**config.mk**
```make
export PLATFORM = sky130hd
export DESIGN_NAME = ddr_strobe_capture_io
export DESIGN_NICKNAME = d
export VERILOG_FILES = /design/src/rtl/ddr_cap_pkg.sv /design/src/rtl/strobe_delay_chain.sv /design/src/rtl/ddr_io_cell.sv /design/src/rtl/ddr_strobe_capture_io.sv
export SDC_FILE = /design/constraint.sdc
export NUM_CORES = 1
export LEC_CHECK = 0
export BUFFER_PORTS_ARGS = -buffer_cell sky130_fd_sc_hd__buf_4
export CAP_MARGIN = 20
export CELL_PAD_IN_SITES_DETAIL_PLACEMENT = 1
export CELL_PAD_IN_SITES_GLOBAL_PLACEMENT = 1
export CORE_MARGIN = 8
export CORE_UTILIZATION = 49
export DETAILED_ROUTE_END_ITERATION = 6
export HOLD_SLACK_MARGIN = 0.03
export PLACE_DENSITY_LB_ADDON = 0.15
export RECOVER_POWER = 50
export SLEW_MARGIN = 5
export SYNTH_ARGS = -nofsm -noshare
export SYNTH_HDL_FRONTEND = slang
export SYNTH_SLANG_ARGS = --single-unit
```
**constraint.sdc**
```tcl
create_clock -name clk_in -period 17.3 [get_ports clk_in]
set_input_delay 2.595 -clock clk_in [delete_from_list [all_inputs] [get_ports clk_in]]
set_output_delay 2.595 -clock clk_in [all_outputs]
set_load 0.02 [all_outputs]
```
**src/rtl/ddr_cap_pkg.sv**
```systemverilog
`default_nettype none
package ddr_cap_pkg;

    localparam int          SET_W       = 6;
    localparam int          CHAIN_ELEMS = 4;
    localparam int          HIST_DEPTH  = 32;
    localparam int          STEP_PS     = 14;
    localparam int          CLK_NS      = 50;

    // register byte offsets
    localparam logic [7:0]  OFS_CTRL    = 8'h00;
    localparam logic [7:0]  OFS_OFFSET  = 8'h04;
    localparam logic [7:0]  OFS_SWDELAY = 8'h08;
    localparam logic [7:0]  OFS_STATUS  = 8'h0C;

    // status field positions
    localparam int          STAT_DLL_LSB   = 0;
    localparam int          STAT_FIRST_LSB = 6;
    localparam int          STAT_REST_LSB  = 12;
    localparam int          STAT_PS_LSB    = 18;
    localparam int          PS_W           = 12;

    // phase-comparator counter updates once per eight reference edges
    localparam logic [2:0]  DIV_LAST    = 3'h7;
    localparam logic [2:0]  UPD_PHASE   = 3'h4;

    // sampled pin positions
    localparam int          P_REF  = 0;
    localparam int          P_UPDN = 1;
    localparam int          P_DQS  = 2;
    localparam int          P_DQSN = 3;
    localparam int          P_SYS  = 4;
    localparam int          P_WCLK = 5;
    localparam int          NPIN   = 6;

    localparam int          CTRL_W   = 10;
    localparam logic [9:0]  CTRL_RST = 10'h1B0;
    localparam logic [5:0]  SET_RST  = 6'h00;

    typedef struct packed {
        logic qdr_mode;
        logic oe_delay_sel;
        logic cap_invert;
        logic sel_sw_delay;
        logic upd_gen_en;
        logic latch_en;
        logic zero_shift;
        logic use_offset;
        logic bypass_dll;
        logic offset_add;
    } ctrl_t;

    typedef struct packed {
        logic [SET_W-1:0] first;
        logic [SET_W-1:0] rest;
    } settings_t;

endpackage
`default_nettype wire

```
**src/rtl/strobe_delay_chain.sv**
```systemverilog
`timescale 1ns/1ns
`default_nettype none
module strobe_delay_chain #(
    parameter int HIST = ddr_cap_pkg::HIST_DEPTH
) (
    input  wire logic                  clk_in,
    input  wire logic                  rst_b_in,
    input  wire logic                  strobe_in,
    input  wire logic                  zero_shift_in,
    input  wire logic                  gate_en_in,
    input  wire ddr_cap_pkg::settings_t set_in,
    output logic                       shifted_out
);

    typedef struct packed {
        logic [HIST-1:0] hist;
        logic            gate;
        logic            out;
    } chain_t;

    chain_t     st;
    chain_t     nx;
    logic [5:0] dly;
    logic       tap;

    // each element delays by the coarse bits of its setting, in clock samples
    always_comb begin
        nx = st;
        dly = 6'(set_in.first[5:3]) + 6'(6'(ddr_cap_pkg::CHAIN_ELEMS - 1) * 6'(set_in.rest[5:3]));
        if (zero_shift_in || dly == 6'h00) begin
            tap = strobe_in;
        end else begin
            tap = st.hist[5'(dly - 6'h01)];
        end
        nx.hist = {st.hist[HIST-2:0], strobe_in};
        // strobe input register that holds the postamble gate
        nx.gate = gate_en_in;
        nx.out = tap & st.gate;
    end

    always_ff @(posedge clk_in or negedge rst_b_in) begin
        if (!rst_b_in) begin
            st <= '0;
        end else begin
            st <= nx;
        end
    end

    assign shifted_out = st.out;
endmodule
`default_nettype wire

```
**src/rtl/ddr_io_cell.sv**
```systemverilog
`timescale 1ns/1ns
`default_nettype none
module ddr_io_cell #(
    parameter int W = 8
) (
    input  wire logic         clk_in,
    input  wire logic         rst_b_in,
    input  wire logic         cap_rise_in,
    input  wire logic         cap_fall_in,
    input  wire logic         cap_lvl_in,
    input  wire logic         lo_rise_in,
    input  wire logic         qdr_mode_in,
    input  wire logic [W-1:0] data_in,
    input  wire logic         oclk_rise_in,
    input  wire logic         oclk_fall_in,
    input  wire logic         oclk_lvl_in,
    input  wire logic [W-1:0] out_h_in,
    input  wire logic [W-1:0] out_l_in,
    input  wire logic         oe_in,
    input  wire logic         oe_delay_sel_in,
    output logic [W-1:0]      cap_hi_out,
    output logic [W-1:0]      cap_lo_out,
    output logic [W-1:0]      pin_out,
    output logic              pin_oe_out
);

    // six registers and one latch, plus the registered pin drivers
    typedef struct packed {
        logic [W-1:0] a_i;
        logic [W-1:0] b_i;
        logic [W-1:0] c_i;
        logic [W-1:0] a_o;
        logic [W-1:0] b_o;
        logic [W-1:0] pin;
        logic         a_oe_n;
        logic         b_oe_n;
        logic         oe;
    } cell_t;

    cell_t st;
    cell_t nx;
    logic  lo_clk;

    always_comb begin
        nx = st;
        // complementary strobe clocks the low register only in qdr mode
        lo_clk = qdr_mode_in ? lo_rise_in : cap_fall_in;
        if (cap_rise_in) begin
            nx.a_i = data_in;
        end
        if (lo_clk) begin
            nx.b_i = data_in;
        end
        if (cap_lvl_in) begin
            nx.c_i = st.b_i;
        end
        if (oclk_rise_in) begin
            nx.a_o = out_h_in;
            nx.a_oe_n = ~oe_in;
        end
        if (oclk_fall_in) begin
            nx.b_o = out_l_in;
            nx.b_oe_n = st.a_oe_n;
        end
        nx.pin = oclk_lvl_in ? st.a_o : st.b_o;
        // extra half cycle of high impedance gives the write preamble
        nx.oe = oe_delay_sel_in ? ~(st.a_oe_n | st.b_oe_n) : ~st.a_oe_n;
    end

    always_ff @(posedge clk_in or negedge rst_b_in) begin
        if (!rst_b_in) begin
            st <= '{a_oe_n: 1'b1, b_oe_n: 1'b1, default: '0};
        end else begin
            st <= nx;
        end
    end

    // hi/lo swap under an inverted capture clock is left to the consumer
    assign cap_hi_out = st.a_i;
    assign cap_lo_out = st.c_i;
    assign pin_out    = st.pin;
    assign pin_oe_out = st.oe;
endmodule
`default_nettype wire

```
**src/rtl/ddr_strobe_capture_io.sv**
```systemverilog
`timescale 1ns/1ns
`default_nettype none
module ddr_strobe_capture_io #(
    parameter int DQ_W = 8
) (
    input  wire logic            clk_in,
    input  wire logic            rst_b_in,
    input  wire logic [7:0]      addr_in,
    input  wire logic [31:0]     wdata_in,
    input  wire logic            wr_in,
    input  wire logic            rd_in,
    output logic [31:0]          rdata_out,
    input  wire logic            ref_clk_in,
    input  wire logic            updn_in,
    input  wire logic            dqs_in,
    input  wire logic            dqs_n_in,
    input  wire logic            sys_clk_in,
    input  wire logic            wr_clk_in,
    input  wire logic [DQ_W-1:0] dq_in,
    input  wire logic            postamble_en_in,
    input  wire logic [DQ_W-1:0] dq_out_h_in,
    input  wire logic [DQ_W-1:0] dq_out_l_in,
    input  wire logic            dq_oe_in,
    input  wire logic            dqs_out_h_in,
    input  wire logic            dqs_out_l_in,
    input  wire logic            dqs_oe_in,
    output logic                 strobe_bus_out,
    output logic                 strobe_logic_out,
    output logic                 strobe_n_bus_out,
    output logic [DQ_W-1:0]      cap_hi_out,
    output logic [DQ_W-1:0]      cap_lo_out,
    output logic [DQ_W-1:0]      dq_out,
    output logic                 dq_oe_out,
    output logic                 dqs_out,
    output logic                 dqs_oe_out,
    output logic                 update_en_out,
    output logic [5:0]           dll_setting_out
);

    localparam int NPIN = ddr_cap_pkg::NPIN;

    typedef struct packed {
        logic [NPIN-1:0]        s1;
        logic [NPIN-1:0]        s2;
        logic [NPIN-1:0]        prev;
        logic [DQ_W-1:0]        d1;
        logic [DQ_W-1:0]        d2;
        ddr_cap_pkg::ctrl_t     ctrl;
        logic [5:0]             offset;
        logic [5:0]             swdelay;
        logic [5:0]             dll;
        logic [5:0]             lat_delay;
        logic [5:0]             lat_off;
        logic                   lat_add;
        logic [2:0]             div;
        logic                   upd_en;
        logic                   cap_prev;
        logic                   capn_prev;
        logic [31:0]            rdata;
    } state_t;

    state_t                 st;
    state_t                 nx;
    ddr_cap_pkg::settings_t set_c;
    logic [5:0]             src_delay;
    logic                   latch_load;
    logic                   ref_rise;
    logic                   sys_rise;
    logic                   sys_fall;
    logic                   wclk_rise;
    logic                   wclk_fall;
    logic                   strobe_sh;
    logic                   strobe_n_sh;
    logic                   cap_lvl;
    logic                   capn_lvl;

    ////////////////////////////////////////////////////////////////////////////
    // helpers

    // saturating offset so a large subtraction cannot wrap to a long delay
    function automatic logic [5:0] apply_offset(input logic [5:0] dly, input logic [5:0] off, input logic add);
        logic [6:0] sum;
        sum = add ? ({1'b0, dly} + {1'b0, off}) : ({1'b0, dly} - {1'b0, off});
        if (sum[6]) begin
            return add ? 6'h3F : 6'h00;
        end
        return sum[5:0];
    endfunction

    // total delay of the four elements in steps of roughly 14 ps
    function automatic logic [11:0] delay_ps(input ddr_cap_pkg::settings_t s);
        logic [11:0] steps;
        steps = 12'(s.first) + 12'(12'(ddr_cap_pkg::CHAIN_ELEMS - 1) * 12'(s.rest));
        return 12'(steps * 12'(ddr_cap_pkg::STEP_PS));
    endfunction

    ////////////////////////////////////////////////////////////////////////////
    // edges of sampled outside clocks

    assign ref_rise  = st.s2[ddr_cap_pkg::P_REF] & ~st.prev[ddr_cap_pkg::P_REF];
    assign sys_rise  = st.s2[ddr_cap_pkg::P_SYS] & ~st.prev[ddr_cap_pkg::P_SYS];
    assign sys_fall  = ~st.s2[ddr_cap_pkg::P_SYS] & st.prev[ddr_cap_pkg::P_SYS];
    assign wclk_rise = st.s2[ddr_cap_pkg::P_WCLK] & ~st.prev[ddr_cap_pkg::P_WCLK];
    assign wclk_fall = ~st.s2[ddr_cap_pkg::P_WCLK] & st.prev[ddr_cap_pkg::P_WCLK];

    // capture clock is the shifted strobe, inverted when cap_invert is set so the last low-half word lands
    assign cap_lvl  = strobe_sh ^ st.ctrl.cap_invert;
    assign capn_lvl = strobe_n_sh ^ st.ctrl.cap_invert;

    ////////////////////////////////////////////////////////////////////////////
    // settings path

    always_comb begin
        src_delay = st.ctrl.sel_sw_delay ? st.swdelay : st.dll;
        // gated by the update pulse; with generator off, any reference edge loads; with latch_en clear, it loads every cycle
        if (!st.ctrl.latch_en) begin
            latch_load = 1'b1;
        end else if (st.ctrl.upd_gen_en) begin
            latch_load = st.upd_en;
        end else begin
            latch_load = ref_rise;
        end
        if (st.ctrl.bypass_dll) begin
            set_c.first = st.lat_off;
            set_c.rest  = 6'h00;
        end else if (st.ctrl.use_offset) begin
            set_c.first = apply_offset(st.lat_delay, st.lat_off, st.lat_add);
            set_c.rest  = st.lat_delay;
        end else begin
            set_c.first = st.lat_delay;
            set_c.rest  = st.lat_delay;
        end
    end

    ////////////////////////////////////////////////////////////////////////////
    // next state

    always_comb begin
        nx = st;
        nx.s1 = {wr_clk_in, sys_clk_in, dqs_n_in, dqs_in, updn_in, ref_clk_in};
        nx.s2 = st.s1;
        nx.prev = st.s2;
        nx.d1 = dq_in;
        nx.d2 = st.d1;
        nx.cap_prev = cap_lvl;
        nx.capn_prev = capn_lvl;

        // phase-comparator counter, one step per eight reference edges
        nx.upd_en = 1'b0;
        if (ref_rise) begin
            nx.div = st.div + 3'h1;
            if (st.div == ddr_cap_pkg::DIV_LAST) begin
                if (st.s2[ddr_cap_pkg::P_UPDN] && st.dll != 6'h3F) begin
                    nx.dll = st.dll + 6'h01;
                end else if (!st.s2[ddr_cap_pkg::P_UPDN] && st.dll != 6'h00) begin
                    nx.dll = st.dll - 6'h01;
                end
            end
            // pulse mid-period so the new count has settled at every block
            nx.upd_en = st.ctrl.upd_gen_en && st.div == ddr_cap_pkg::UPD_PHASE;
        end

        if (latch_load) begin
            nx.lat_delay = src_delay;
            nx.lat_off = st.offset;
            nx.lat_add = st.ctrl.offset_add;
        end

        if (wr_in) begin
            case (addr_in)
                ddr_cap_pkg::OFS_CTRL:    nx.ctrl = ddr_cap_pkg::ctrl_t'(wdata_in[ddr_cap_pkg::CTRL_W-1:0]);
                ddr_cap_pkg::OFS_OFFSET:  nx.offset = wdata_in[5:0];
                ddr_cap_pkg::OFS_SWDELAY: nx.swdelay = wdata_in[5:0];
                default: begin
                end
            endcase
        end

        nx.rdata = 32'h0000_0000;
        if (rd_in) begin
            case (addr_in)
                ddr_cap_pkg::OFS_CTRL:    nx.rdata = 32'(st.ctrl);
                ddr_cap_pkg::OFS_OFFSET:  nx.rdata = 32'(st.offset);
                ddr_cap_pkg::OFS_SWDELAY: nx.rdata = 32'(st.swdelay);
                ddr_cap_pkg::OFS_STATUS: begin
                    nx.rdata[ddr_cap_pkg::STAT_DLL_LSB +: 6] = st.dll;
                    nx.rdata[ddr_cap_pkg::STAT_FIRST_LSB +: 6] = set_c.first;
                    nx.rdata[ddr_cap_pkg::STAT_REST_LSB +: 6] = set_c.rest;
                    nx.rdata[ddr_cap_pkg::STAT_PS_LSB +: ddr_cap_pkg::PS_W] = delay_ps(set_c);
                end
                default: nx.rdata = 32'h0000_0000;
            endcase
        end
    end

    always_ff @(posedge clk_in or negedge rst_b_in) begin
        if (!rst_b_in) begin
            st <= '{ctrl: ddr_cap_pkg::CTRL_RST, offset: ddr_cap_pkg::SET_RST,
                    swdelay: ddr_cap_pkg::SET_RST, dll: ddr_cap_pkg::SET_RST, default: '0};
        end else begin
            st <= nx;
        end
    end

    ////////////////////////////////////////////////////////////////////////////
    // per-pin strobe blocks and i/o cells

    // one block for the true pin and one for the complementary pin
    strobe_delay_chain u_chain_p (
        .clk_in        (clk_in),
        .rst_b_in      (rst_b_in),
        .strobe_in     (st.s2[ddr_cap_pkg::P_DQS]),
        .zero_shift_in (st.ctrl.zero_shift),
        .gate_en_in    (postamble_en_in),
        .set_in        (set_c),
        .shifted_out   (strobe_sh)
    );

    strobe_delay_chain u_chain_n (
        .clk_in        (clk_in),
        .rst_b_in      (rst_b_in),
        .strobe_in     (st.s2[ddr_cap_pkg::P_DQSN]),
        .zero_shift_in (st.ctrl.zero_shift),
        .gate_en_in    (postamble_en_in),
        .set_in        (set_c),
        .shifted_out   (strobe_n_sh)
    );

    // data cell: capture on the shifted strobe, drive on the write clock
    ddr_io_cell #(.W(DQ_W)) u_dq_cell (
        .clk_in          (clk_in),
        .rst_b_in        (rst_b_in),
        .cap_rise_in     (cap_lvl & ~st.cap_prev),
        .cap_fall_in     (~cap_lvl & st.cap_prev),
        .cap_lvl_in      (cap_lvl),
        .lo_rise_in      (capn_lvl & ~st.capn_prev),
        .qdr_mode_in     (st.ctrl.qdr_mode),
        .data_in         (st.d2),
        .oclk_rise_in    (wclk_rise),
        .oclk_fall_in    (wclk_fall),
        .oclk_lvl_in     (st.s2[ddr_cap_pkg::P_WCLK]),
        .out_h_in        (dq_out_h_in),
        .out_l_in        (dq_out_l_in),
        .oe_in           (dq_oe_in),
        .oe_delay_sel_in (1'b0),
        .cap_hi_out      (cap_hi_out),
        .cap_lo_out      (cap_lo_out),
        .pin_out         (dq_out),
        .pin_oe_out      (dq_oe_out)
    );

    // strobe cell runs on the system clock; its capture side is idle
    ddr_io_cell #(.W(1)) u_dqs_cell (
        .clk_in          (clk_in),
        .rst_b_in        (rst_b_in),
        .cap_rise_in     (1'b0),
        .cap_fall_in     (1'b0),
        .cap_lvl_in      (1'b0),
        .lo_rise_in      (1'b0),
        .qdr_mode_in     (1'b0),
        .data_in         (1'b0),
        .oclk_rise_in    (sys_rise),
        .oclk_fall_in    (sys_fall),
        .oclk_lvl_in     (st.s2[ddr_cap_pkg::P_SYS]),
        .out_h_in        (dqs_out_h_in),
        .out_l_in        (dqs_out_l_in),
        .oe_in           (dqs_oe_in),
        .oe_delay_sel_in (st.ctrl.oe_delay_sel),
        .cap_hi_out      (),
        .cap_lo_out      (),
        .pin_out         (dqs_out),
        .pin_oe_out      (dqs_oe_out)
    );

    assign strobe_bus_out   = strobe_sh;
    assign strobe_logic_out = strobe_sh;
    assign strobe_n_bus_out = strobe_n_sh;
    assign rdata_out        = st.rdata;
    assign update_en_out    = st.upd_en;
    assign dll_setting_out  = st.dll;
endmodule
`default_nettype wire

```
# Yosys cells after proc, flatten, opt, wreduce, memory -nomap -nowiden
# Index checks and enable logic that the tools add are counted.
# classes
eq_ne	6
magnitude_cmp	1
muxes	27
add_sub_neg	8
n_mul	3
n_reduce_logical	13
n_bitwise	26
# ops
op	count
30-bit case mux with 4 select lines	1
6-bit two-way mux	6
30-bit two-way mux	1
12-bit two-way mux	2
8-bit by 4-bit equality test with 1-bit output, second input constant	2
1-bit two-way mux	13
1-bit inverter	13
9-bit by 3-bit multiplier with 11-bit output, second input constant	1
1-bit bitwise AND	10
1-bit binary-select mux with 5-bit select	2
6-bit by 8-bit adder with 9-bit output	1
8-bit by 3-bit equality test with 1-bit output, second input constant	1
8-bit zero test	1
2-bit by 6-bit multiplier with 8-bit output, first input constant	1
8-bit two-way mux	1
6-bit by 6-bit adder with 7-bit output	1
7-bit two-way mux	1
6-bit by 6-bit subtractor with 7-bit output	1
3-bit by 5-bit adder with 6-bit output	1
6-bit by 1-bit adder with 6-bit output, second input constant	1
3-bit equality test, second input constant	2
6-bit zero test	1
5-bit by 6-bit less-than comparator with 1-bit output, second input constant	1
6-bit inequality test, second input constant	1
13 further kinds	18
# word_totals
regBits	236
inputBits	79
elab_cells	129
out_inout_bits	69

# Longest topological paths before layout
# Gate-level depths: netlist of the first run.
# logic_depth
ltp_word	15
mapped_depth	26
ltp_nobuf	26

# Hierarchy
# A second synthesis of the first run with hierarchy kept.
# hier_totals
hier_cells	823
area_unflattened_um2	11074.4
# by_module_without_submodules
mod	area_per_inst_um2	n_inst	cells_each
ddr_strobe_capture_io	5894.4	1	504
strobe_delay_chain	1388.8	2	83
ddr_io_cell (u_dq_cell)	2072.0	1	133
ddr_io_cell (u_dqs_cell)	330.3	1	20

# Least setup slack after synthesis of the first run
# Ideal clock, no wire load.
# synth_timing
kind	register -> register
from	reg st[38] (netlist bit)
to	reg st, in the netlist rdata_out[29]
path_slack_ns	11.099
path_stages_with_launch	23
arrival_time_ns	6.083
setup_ns	0.119
required_time_ns	17.181
cell_sequence	dfrtp_1 clkbuf_1 mux2_2 fa_1 a211oi_1 o21bai_1 a21oi_2 mux2i_1 mux2i_1 o21ai_0 fa_1 ha_1 fa_1 xnor2_1 inv_1 fa_1 fa_1 a21o_1 a21oi_1 nor2b_1 o31ai_1 a21oi_1 o21a_1
# synth_lines
item	line_no	source
start: declaration	ddr_strobe_capture_io.sv:62	state_t st;
start signal: assignment	ddr_strobe_capture_io.sv:198	st <= '{ctrl: ddr_cap_pkg::CTRL_RST, offset: ddr_cap_pkg::SET_RST,
start signal: assignment	ddr_strobe_capture_io.sv:201	st <= nx;

==> results.md, run 1 <==
- Final weighted congestion in routability-driven placement: 0.848
- Number of global-route vias before repair: 7196
- Max Freq: 143 MHz
- Library cell with the highest instance count after synthesis: dfrtp_1
- Cells after Synth: 783
- Detailed-route vias per instance: 5.49
- Crit-path slowest cell: fa_1
- 1st-iter DRT viols: 217
- Async set or reset register ratio after synthesis: 1.00
- Total GRT Usage: 0.182
- Fraction of final layout cells sized beyond drive strength 1: 0.328
- Pin count of the biggest net entering global routing: 82
- Layout Skew: 0.0103 ns
- CP arrival: 7.41 ns
- Wire length per cell: 20.5 um
- Sum Neg Setup Slack: 0 ns
- Post-Syn Area: 10500 sq um
- Final count of pins violating max slew: 80
- # Max-Cap Violations: 1
- CP Capture Type: register
- Remaining antenna violation count: 0
- Chip height: 162 um
- DRC viols: 0
- CTS tree: yes
- Net count, final: 984
- Most frequent CP cell: fa_1
- Actual slew at the worst max-slew pin: 4.00 ns
- Startpoint of the lowest-slack hold path: nx[84]$_DFF_PN0_
- Antenna violations before repair: 0
- Average footprint of a synthesized cell: 13.4 sq um
- Class of the tightest hold or removal check: reg2reg
- Number of enable-type register cells in the synthesized netlist: 0
- Warnings, synthesis: 0
- Critical Path Fanout Max: 10
- Commonest register cell after synthesis: dfrtp_1
- Number of port buffers: 122
- Fill cells: 2062
- Required time of the worst setup path: 17.72 ns
- Final count of negative-setup-slack endpoints: 0
- Die Footprint: 26400 sq um
- Worst r2r path cells: 23
- Startpoint of the lowest-slack register-to-register path: st[39]$_DFFE_PN0P_
- Number of hold buffers added after cts: 0
- Final HPWL from detailed placement: 16600 um
- Most area-hungry cell type in the Yosys netlist: dfrtp_1
- Final routed wirelength across all metal layers: 23600 um
- Critical-path cell list: inv_1 -> ha_1 -> mux2_2 -> fa_1 -> a211oi_1 -> o21bai_1 -> a21oi_2 -> mux2i_1 -> mux2i_1 -> o21ai_0 -> fa_1 -> ha_1 -> fa_1 -> xnor2_1 -> inv_1 -> fa_1 -> fa_1 -> a21o_1 -> a21oi_1 -> nor2b_1 -> o31ai_1 -> a21oi_1 -> o21a_1
- Antenna fix cells: 0
- Area Growth Syn to Fin: 15.2%
- Number of hold violations in the final report: 0
- Clock tree sinks: 230
- RSZ-0062 raised after global routing: no
- Outcome: finished with violations
- Multi-input gate area in the final layout: 4050 sq um
- Total CTS buffers: 25
- Max_slew headroom: -1.66
- Stage delay of the slowest cell on the critical path: 0.55 ns
- Capture point of the worst reg-to-reg path: rdata_out[29]$_DFF_PN0_
- CTS max path bufs: 3
- CTS root buffer: clkbuf_16
- Die X: 162 um
- Number of H-tree levels: 1
- Hold Path Cell Cnt: 0
- Number of distinct library cell variants in the gate-level netlist after synthesis: 65
- Period Utilization, post-route: 0.404
- Worst Hold Path EP: st[84]$_DFF_PN0_
- Vias after detailed routing: 6310
- Sort of element at the start of the critical path: register
- Violations in the final reports: max-capacitance violations, max-slew violations
- Floorplan Core Area: 21000 sq um
- Clock latency on the worst-skew pair: 0.53 ns
- Post-CTS sizing: 0
- Ranking of synthesized cells by area: dfrtp_1 (53%), mux2_2 (9.2%), mux4_2 (4.7%)
- FP Rows: 53
- Share of the synthesized area in the top cell type: 0.531
- Effective utilization at floorplan: 0.500
- Post-CTS setup repair buffer count: 0
- Number of optimization iterations in the first detailed-route pass: 4
- First-pass GRT wire length: 38800 um
- Share of the yosys chip area belonging to registers: 0.549
- Min Clock Period, post-route: 6.99 ns
- Storage element area: 5760 sq um
- Reg clk slew, reported paths: 0.06 ns
- Total congestion overflow: 0
- Flip-flop and latch count after synthesis: 230
- Count of pins on the block boundary: 148
- WS Path Type: reg2reg
- Most used standard cells in the synthesized netlist: dfrtp_1 (223), mux2_2 (86), buf_4 (65)
- Flop-to-flop setup slack: 10.31 ns
[metrics by stage]
step	hold WS [ns]	instances	instance area [sq um]	util	setup WS [ns]
2_1_floorplan	0.331	785	10500	-	11.10
3_3_place_gp	0.332	1101	11200	0.533	10.56
3_5_place_dp	0.336	1102	11200	0.535	10.43
4_1_cts	0.349	1148	12100	0.575	10.28
5_1_grt	0.351	1149	12100	0.576	9.66
6_report	0.345	1149	12100	0.576	10.31
[worst max-delay path by stage]
stage	start	endpoint	slack (ns)	depth (start not counted)
after floorplan	st[38]$_DFFE_PN0P_	rdata_out[29]$_DFF_PN0_	11.10	22
after global placement	st[39]$_DFFE_PN0P_	rdata_out[29]$_DFF_PN0_	10.56	23
after detailed placement	st[39]$_DFFE_PN0P_	rdata_out[29]$_DFF_PN0_	10.43	23
after CTS	st[39]$_DFFE_PN0P_	rdata_out[29]$_DFF_PN0_	10.28	23
after global routing	rst_b_in	u_chain_n.nx[26]$_DFF_PN0_	9.66	4
final	st[39]$_DFFE_PN0P_	rdata_out[29]$_DFF_PN0_	10.31	23
[area by class of cell]
class	instances	area share
clock buffers	37	0.0596
well taps	275	0.0284
inverters	27	0.00838
clock inverters	9	0.0115
flip-flops and latches	230	0.476
multi-input cells	444	0.334
repair buffers	127	0.0812
[logic make-up after synthesis]
group | count (synthesis) | share of synthesized area
flip-flops | 230 | 0.549
AND/OR/NAND/NOR | 136 | 0.0713
multiplexers | 123 | 0.154
buffers and inverters | 111 | 0.0661
AO/OA/AOI/OAI | 104 | 0.0641
adder cells (fa/ha/maj) | 50 | 0.0688
XOR/XNOR | 28 | 0.0269
other | 1 | 0.000357
[state kept, by name, summed over array words and instances (netlist names)]
signal and flops:
nx 20, rdata_out 29, u_chain_p.nx 31, u_chain_n.shifted_out 1, u_dq_cell.cap_hi_out 8, u_chain_p.st 1
u_dq_cell.pin_oe_out 1, u_dq_cell.cap_lo_out 8, update_en_out 1, u_chain_n.st 2, st 51, u_chain_n.nx 31
u_dq_cell.st 25, u_dqs_cell.pin_out 1, u_dq_cell.pin_out 8, u_chain_p.shifted_out 1, dll_setting_out 6, u_dqs_cell.pin_oe_out 1
u_dqs_cell.st 4
[worst max-delay path, delay by kind of cell, from the launching register on]
| family | cells | cell delay, ns |
|---|---|---|
| flip-flops | 1 | 0.41 |
| adder cells (fa/ha/maj) | 7 | 2.90 |
| AND/OR/NAND/NOR | 1 | 0.12 |
| XOR/XNOR | 1 | 0.37 |
| AO/OA/AOI/OAI | 9 | 2.16 |
| buffers and inverters | 2 | 0.25 |
| multiplexers | 3 | 0.66 |
[cells in the final DEF (no fill, tap or decap), types with 14 or more instances in the layout]
cell type,n
mux4_2,22
xor2_1,14
clkbuf_4,35
ha_1,37
clkbuf_16,25
o21ai_0,23
nand2_1,31
nor2_1,39
inv_1,27
mux2i_1,15
mux2_2,82
dfrtp_1,223
a21oi_1,30
buf_4,87
[per-layer routing]
layer / global-route usage / wire length, um / vias to the layer above
met2: 0.318 / 12100 / 135
li1: - / - / 2827
met1: 0.227 / 9680 / 3304
met5: 0 / 0 / -
met3: 0.0344 / 1260 / 44
met4: 0.0505 / 497 / 0
Power of run 1 is left out: the tool's default activity adds up to more than one toggle a clock period on the data nets, which glitch-free logic cannot reach.
==> run 2: changes to the inputs <==
- CORE_UTILIZATION: 49 -> 47
- clock period: 17.3 -> 6.9 ns (I/O delays scaled with it)
==> run 2 against run 1 <==
  * The flow still finishes with violations (max-capacitance violations, max-slew violations)
  * Worst setup slack worse by 9.9 ns
  * First-iteration DRC count is 37% higher
  * Utilization is 2.4 points lower
  * Flip-flop and latch count stayed put
==> results.md, run 2 (synthesized netlist as in run 1, its figures left out) <==
- Outcome: finished with violations
- Violations in the final reports: max-capacitance violations, max-slew violations
- Antenna fix cells: 0
- Reg clk slew, reported paths: 0.06 ns
- Critical Path Fanout Max: 4
- Number of global-route vias before repair: 7154
- Max Freq: 155 MHz
- Fraction of final layout cells sized beyond drive strength 1: 0.337
- Post-Route Hold Slack: 0.352 ns
- Leading cell type in the layout, fill and taps excluded: dfrtp_1
- P_leak: 5.81 nW
- Startpoint of the lowest-slack hold path: nx[105]$_DFF_PN0_
- Largest register by flop count: st
- Placed insts: 1109
- Period Utilization, post-route: 0.937
- Wire length per cell: 20.1 um
- Total congestion overflow: 0
- Actual slew at the worst max-slew pin: 5.09 ns
- Area Growth Syn to Fin: 15.0%
- Pin count of the biggest net entering global routing: 103
- Post-CTS sizing: 0
- First-pass GRT wire length: 38200 um
- CTS tree: yes
- Pwr per Cell Area: 602 nW/um^2
- Sum Neg Setup Slack: 0 ns
- Capture point of the worst reg-to-reg path: rdata_out[28]$_DFF_PN0_
- Class of the tightest hold or removal check: reg2reg
- Worst Hold Path EP: nx[99]$_DFF_PN0_
- CP Capture Type: register
- Number of hold buffers added after cts: 0
- Chip height: 166 um
- Number of H-tree levels: 1
- Final count of negative-setup-slack endpoints: 0
- Startpoint of the lowest-slack register-to-register path: st[39]$_DFFE_PN0P_
- # Max-Cap Violations: 1
- Remaining antenna violation count: 0
- Max reg flops: 51
- Number of port buffers: 122
- Final routed wirelength across all metal layers: 23200 um
- Net count, final: 985
- Post-CTS setup repair buffer count: 0
- Sort of element at the start of the critical path: register
- CP arrival: 6.89 ns
- Final cell count without fillers: 1155
- CTS root buffer: clkbuf_16
- Die X: 166 um
- Die Footprint: 27400 sq um
- Total CTS buffers: 25
- CTS max path bufs: 3
- WS Path Type: reg2reg
- Dpl cell area: 11200 sq um
- Effective utilization at floorplan: 0.480
- Number of optimization iterations in the first detailed-route pass: 4
- Max_slew headroom: -2.39
- Largest voltage drop on the vdd net: 0.000491 V
- Required time of the worst setup path: 7.33 ns
- Hold Path Cell Cnt: 0
- Count of pins on the block boundary: 148
- Clock tree sinks: 230
- DRC viols: 0
- FP Rows: 54
- Number of hold violations in the final report: 0
- Vias after detailed routing: 6173
- Final weighted congestion in routability-driven placement: 0.818
- Floorplan Core Area: 21900 sq um
- RSZ-0062 raised after global routing: no
- Final core occ: 0.552
- Layout Skew: 0.0128 ns
- Final count of pins violating max slew: 103
- Clock latency on the worst-skew pair: 0.53 ns
- Worst r2r path cells: 24
- Antenna violations before repair: 0
- Detailed-route vias per instance: 5.34
- Total GRT Usage: 0.175
- Finished Cell Area: 12100 sq um
- Min Clock Period, post-route: 6.46 ns
- Flop-to-flop setup slack: 0.44 ns
- Most used cells in the layout excluding fill and tap cells: dfrtp_1 (223), buf_4 (109), mux2_2 (85)
- 1st-iter DRT viols: 297
- Final HPWL from detailed placement: 16800 um
-- run 2: cell count changes in the layout (fill, tap and decap cells not counted), moves of 2 or more --
cell        previous run  this run
mux2_1                 4         1
o21ai_0               23        21
clkbuf_4              35        15
o21ai_1                0         2
clkinvlp_4             0         2
buf_16                 2         0
mux2_2                82        85
clkbuf_8               5         2
clkinv_2               4         9
buf_4                 87       109
clkbuf_1              10         6
-- run 2: worst max-delay path, cell delays in order (launching register included) --
cell and delay (ns):
dfrtp_1 0.40, inv_1 0.09, ha_1 0.30, mux2_2 0.30
fa_1 0.45, a211oi_1 0.33, o21bai_1 0.13, a21oi_2 0.21
mux2i_1 0.21, mux2i_1 0.11, o21ai_1 0.19, fa_1 0.45
ha_1 0.24, fa_1 0.41, a21o_1 0.18, a21oi_1 0.23
o21bai_1 0.09, a21oi_1 0.41, inv_1 0.13, ha_1 0.33
ha_1 0.36, or2_2 0.30, a21oi_1 0.21, nor4_1 0.08
nor3_1 0.20
-- run 2: power breakdown --
group	switching, W	internal, W	leakage (nW)
Clock	0.000538	0.000841	0.428
Combinational	0.00224	0.00193	2.55
Sequential	0.000171	0.00154	2.82
-- run 2: final cells by class --
class                   count  area, sq um
repair buffers            128          947
clock buffers              30          664
multi-input cells         444         4050
flip-flops and latches    230         5760
fillers                  2171         9810
well taps                 280          350
clock inverters            16          200
inverters                  27          101
-- run 2: worst max-delay path by stage --
stage	startpoint	to	slack, ns
after detailed placement	st[39]$_DFFE_PN0P_	rdata_out[29]$_DFF_PN0_	0.41
after global placement	st[39]$_DFFE_PN0P_	rdata_out[29]$_DFF_PN0_	0.53
after global routing	rst_b_in	st[49]$_DFFE_PN0P_	0.08
after floorplan	st[38]$_DFFE_PN0P_	rdata_out[29]$_DFF_PN0_	0.70
after CTS	st[39]$_DFFE_PN0P_	rdata_out[29]$_DFF_PN0_	0.38
final	st[39]$_DFFE_PN0P_	rdata_out[28]$_DFF_PN0_	0.44
-- run 2: per-stage QoR --
stage | setup slack, ns | total power [W]
4_1_cts | 0.376 | 0.00739
2_1_floorplan | 0.699 | 0.00501
5_1_grt | 0.0758 | 0.00789
6_report | 0.437 | 0.00727
3_3_place_gp | 0.533 | 0.00568
3_5_place_dp | 0.413 | 0.00588
-- run 2: layer usage --
metal / vias to the layer above / track usage / share of wire
met5: - / 0 / 0
met4: 0 / 0.0345 / 0.012
met3: 25 / 0.0290 / 0.045
met2: 106 / 0.312 / 0.52
met1: 3223 / 0.222 / 0.43
li1: 2819 / - / -
No activity file was read; power rests on OpenSTA's default activity.
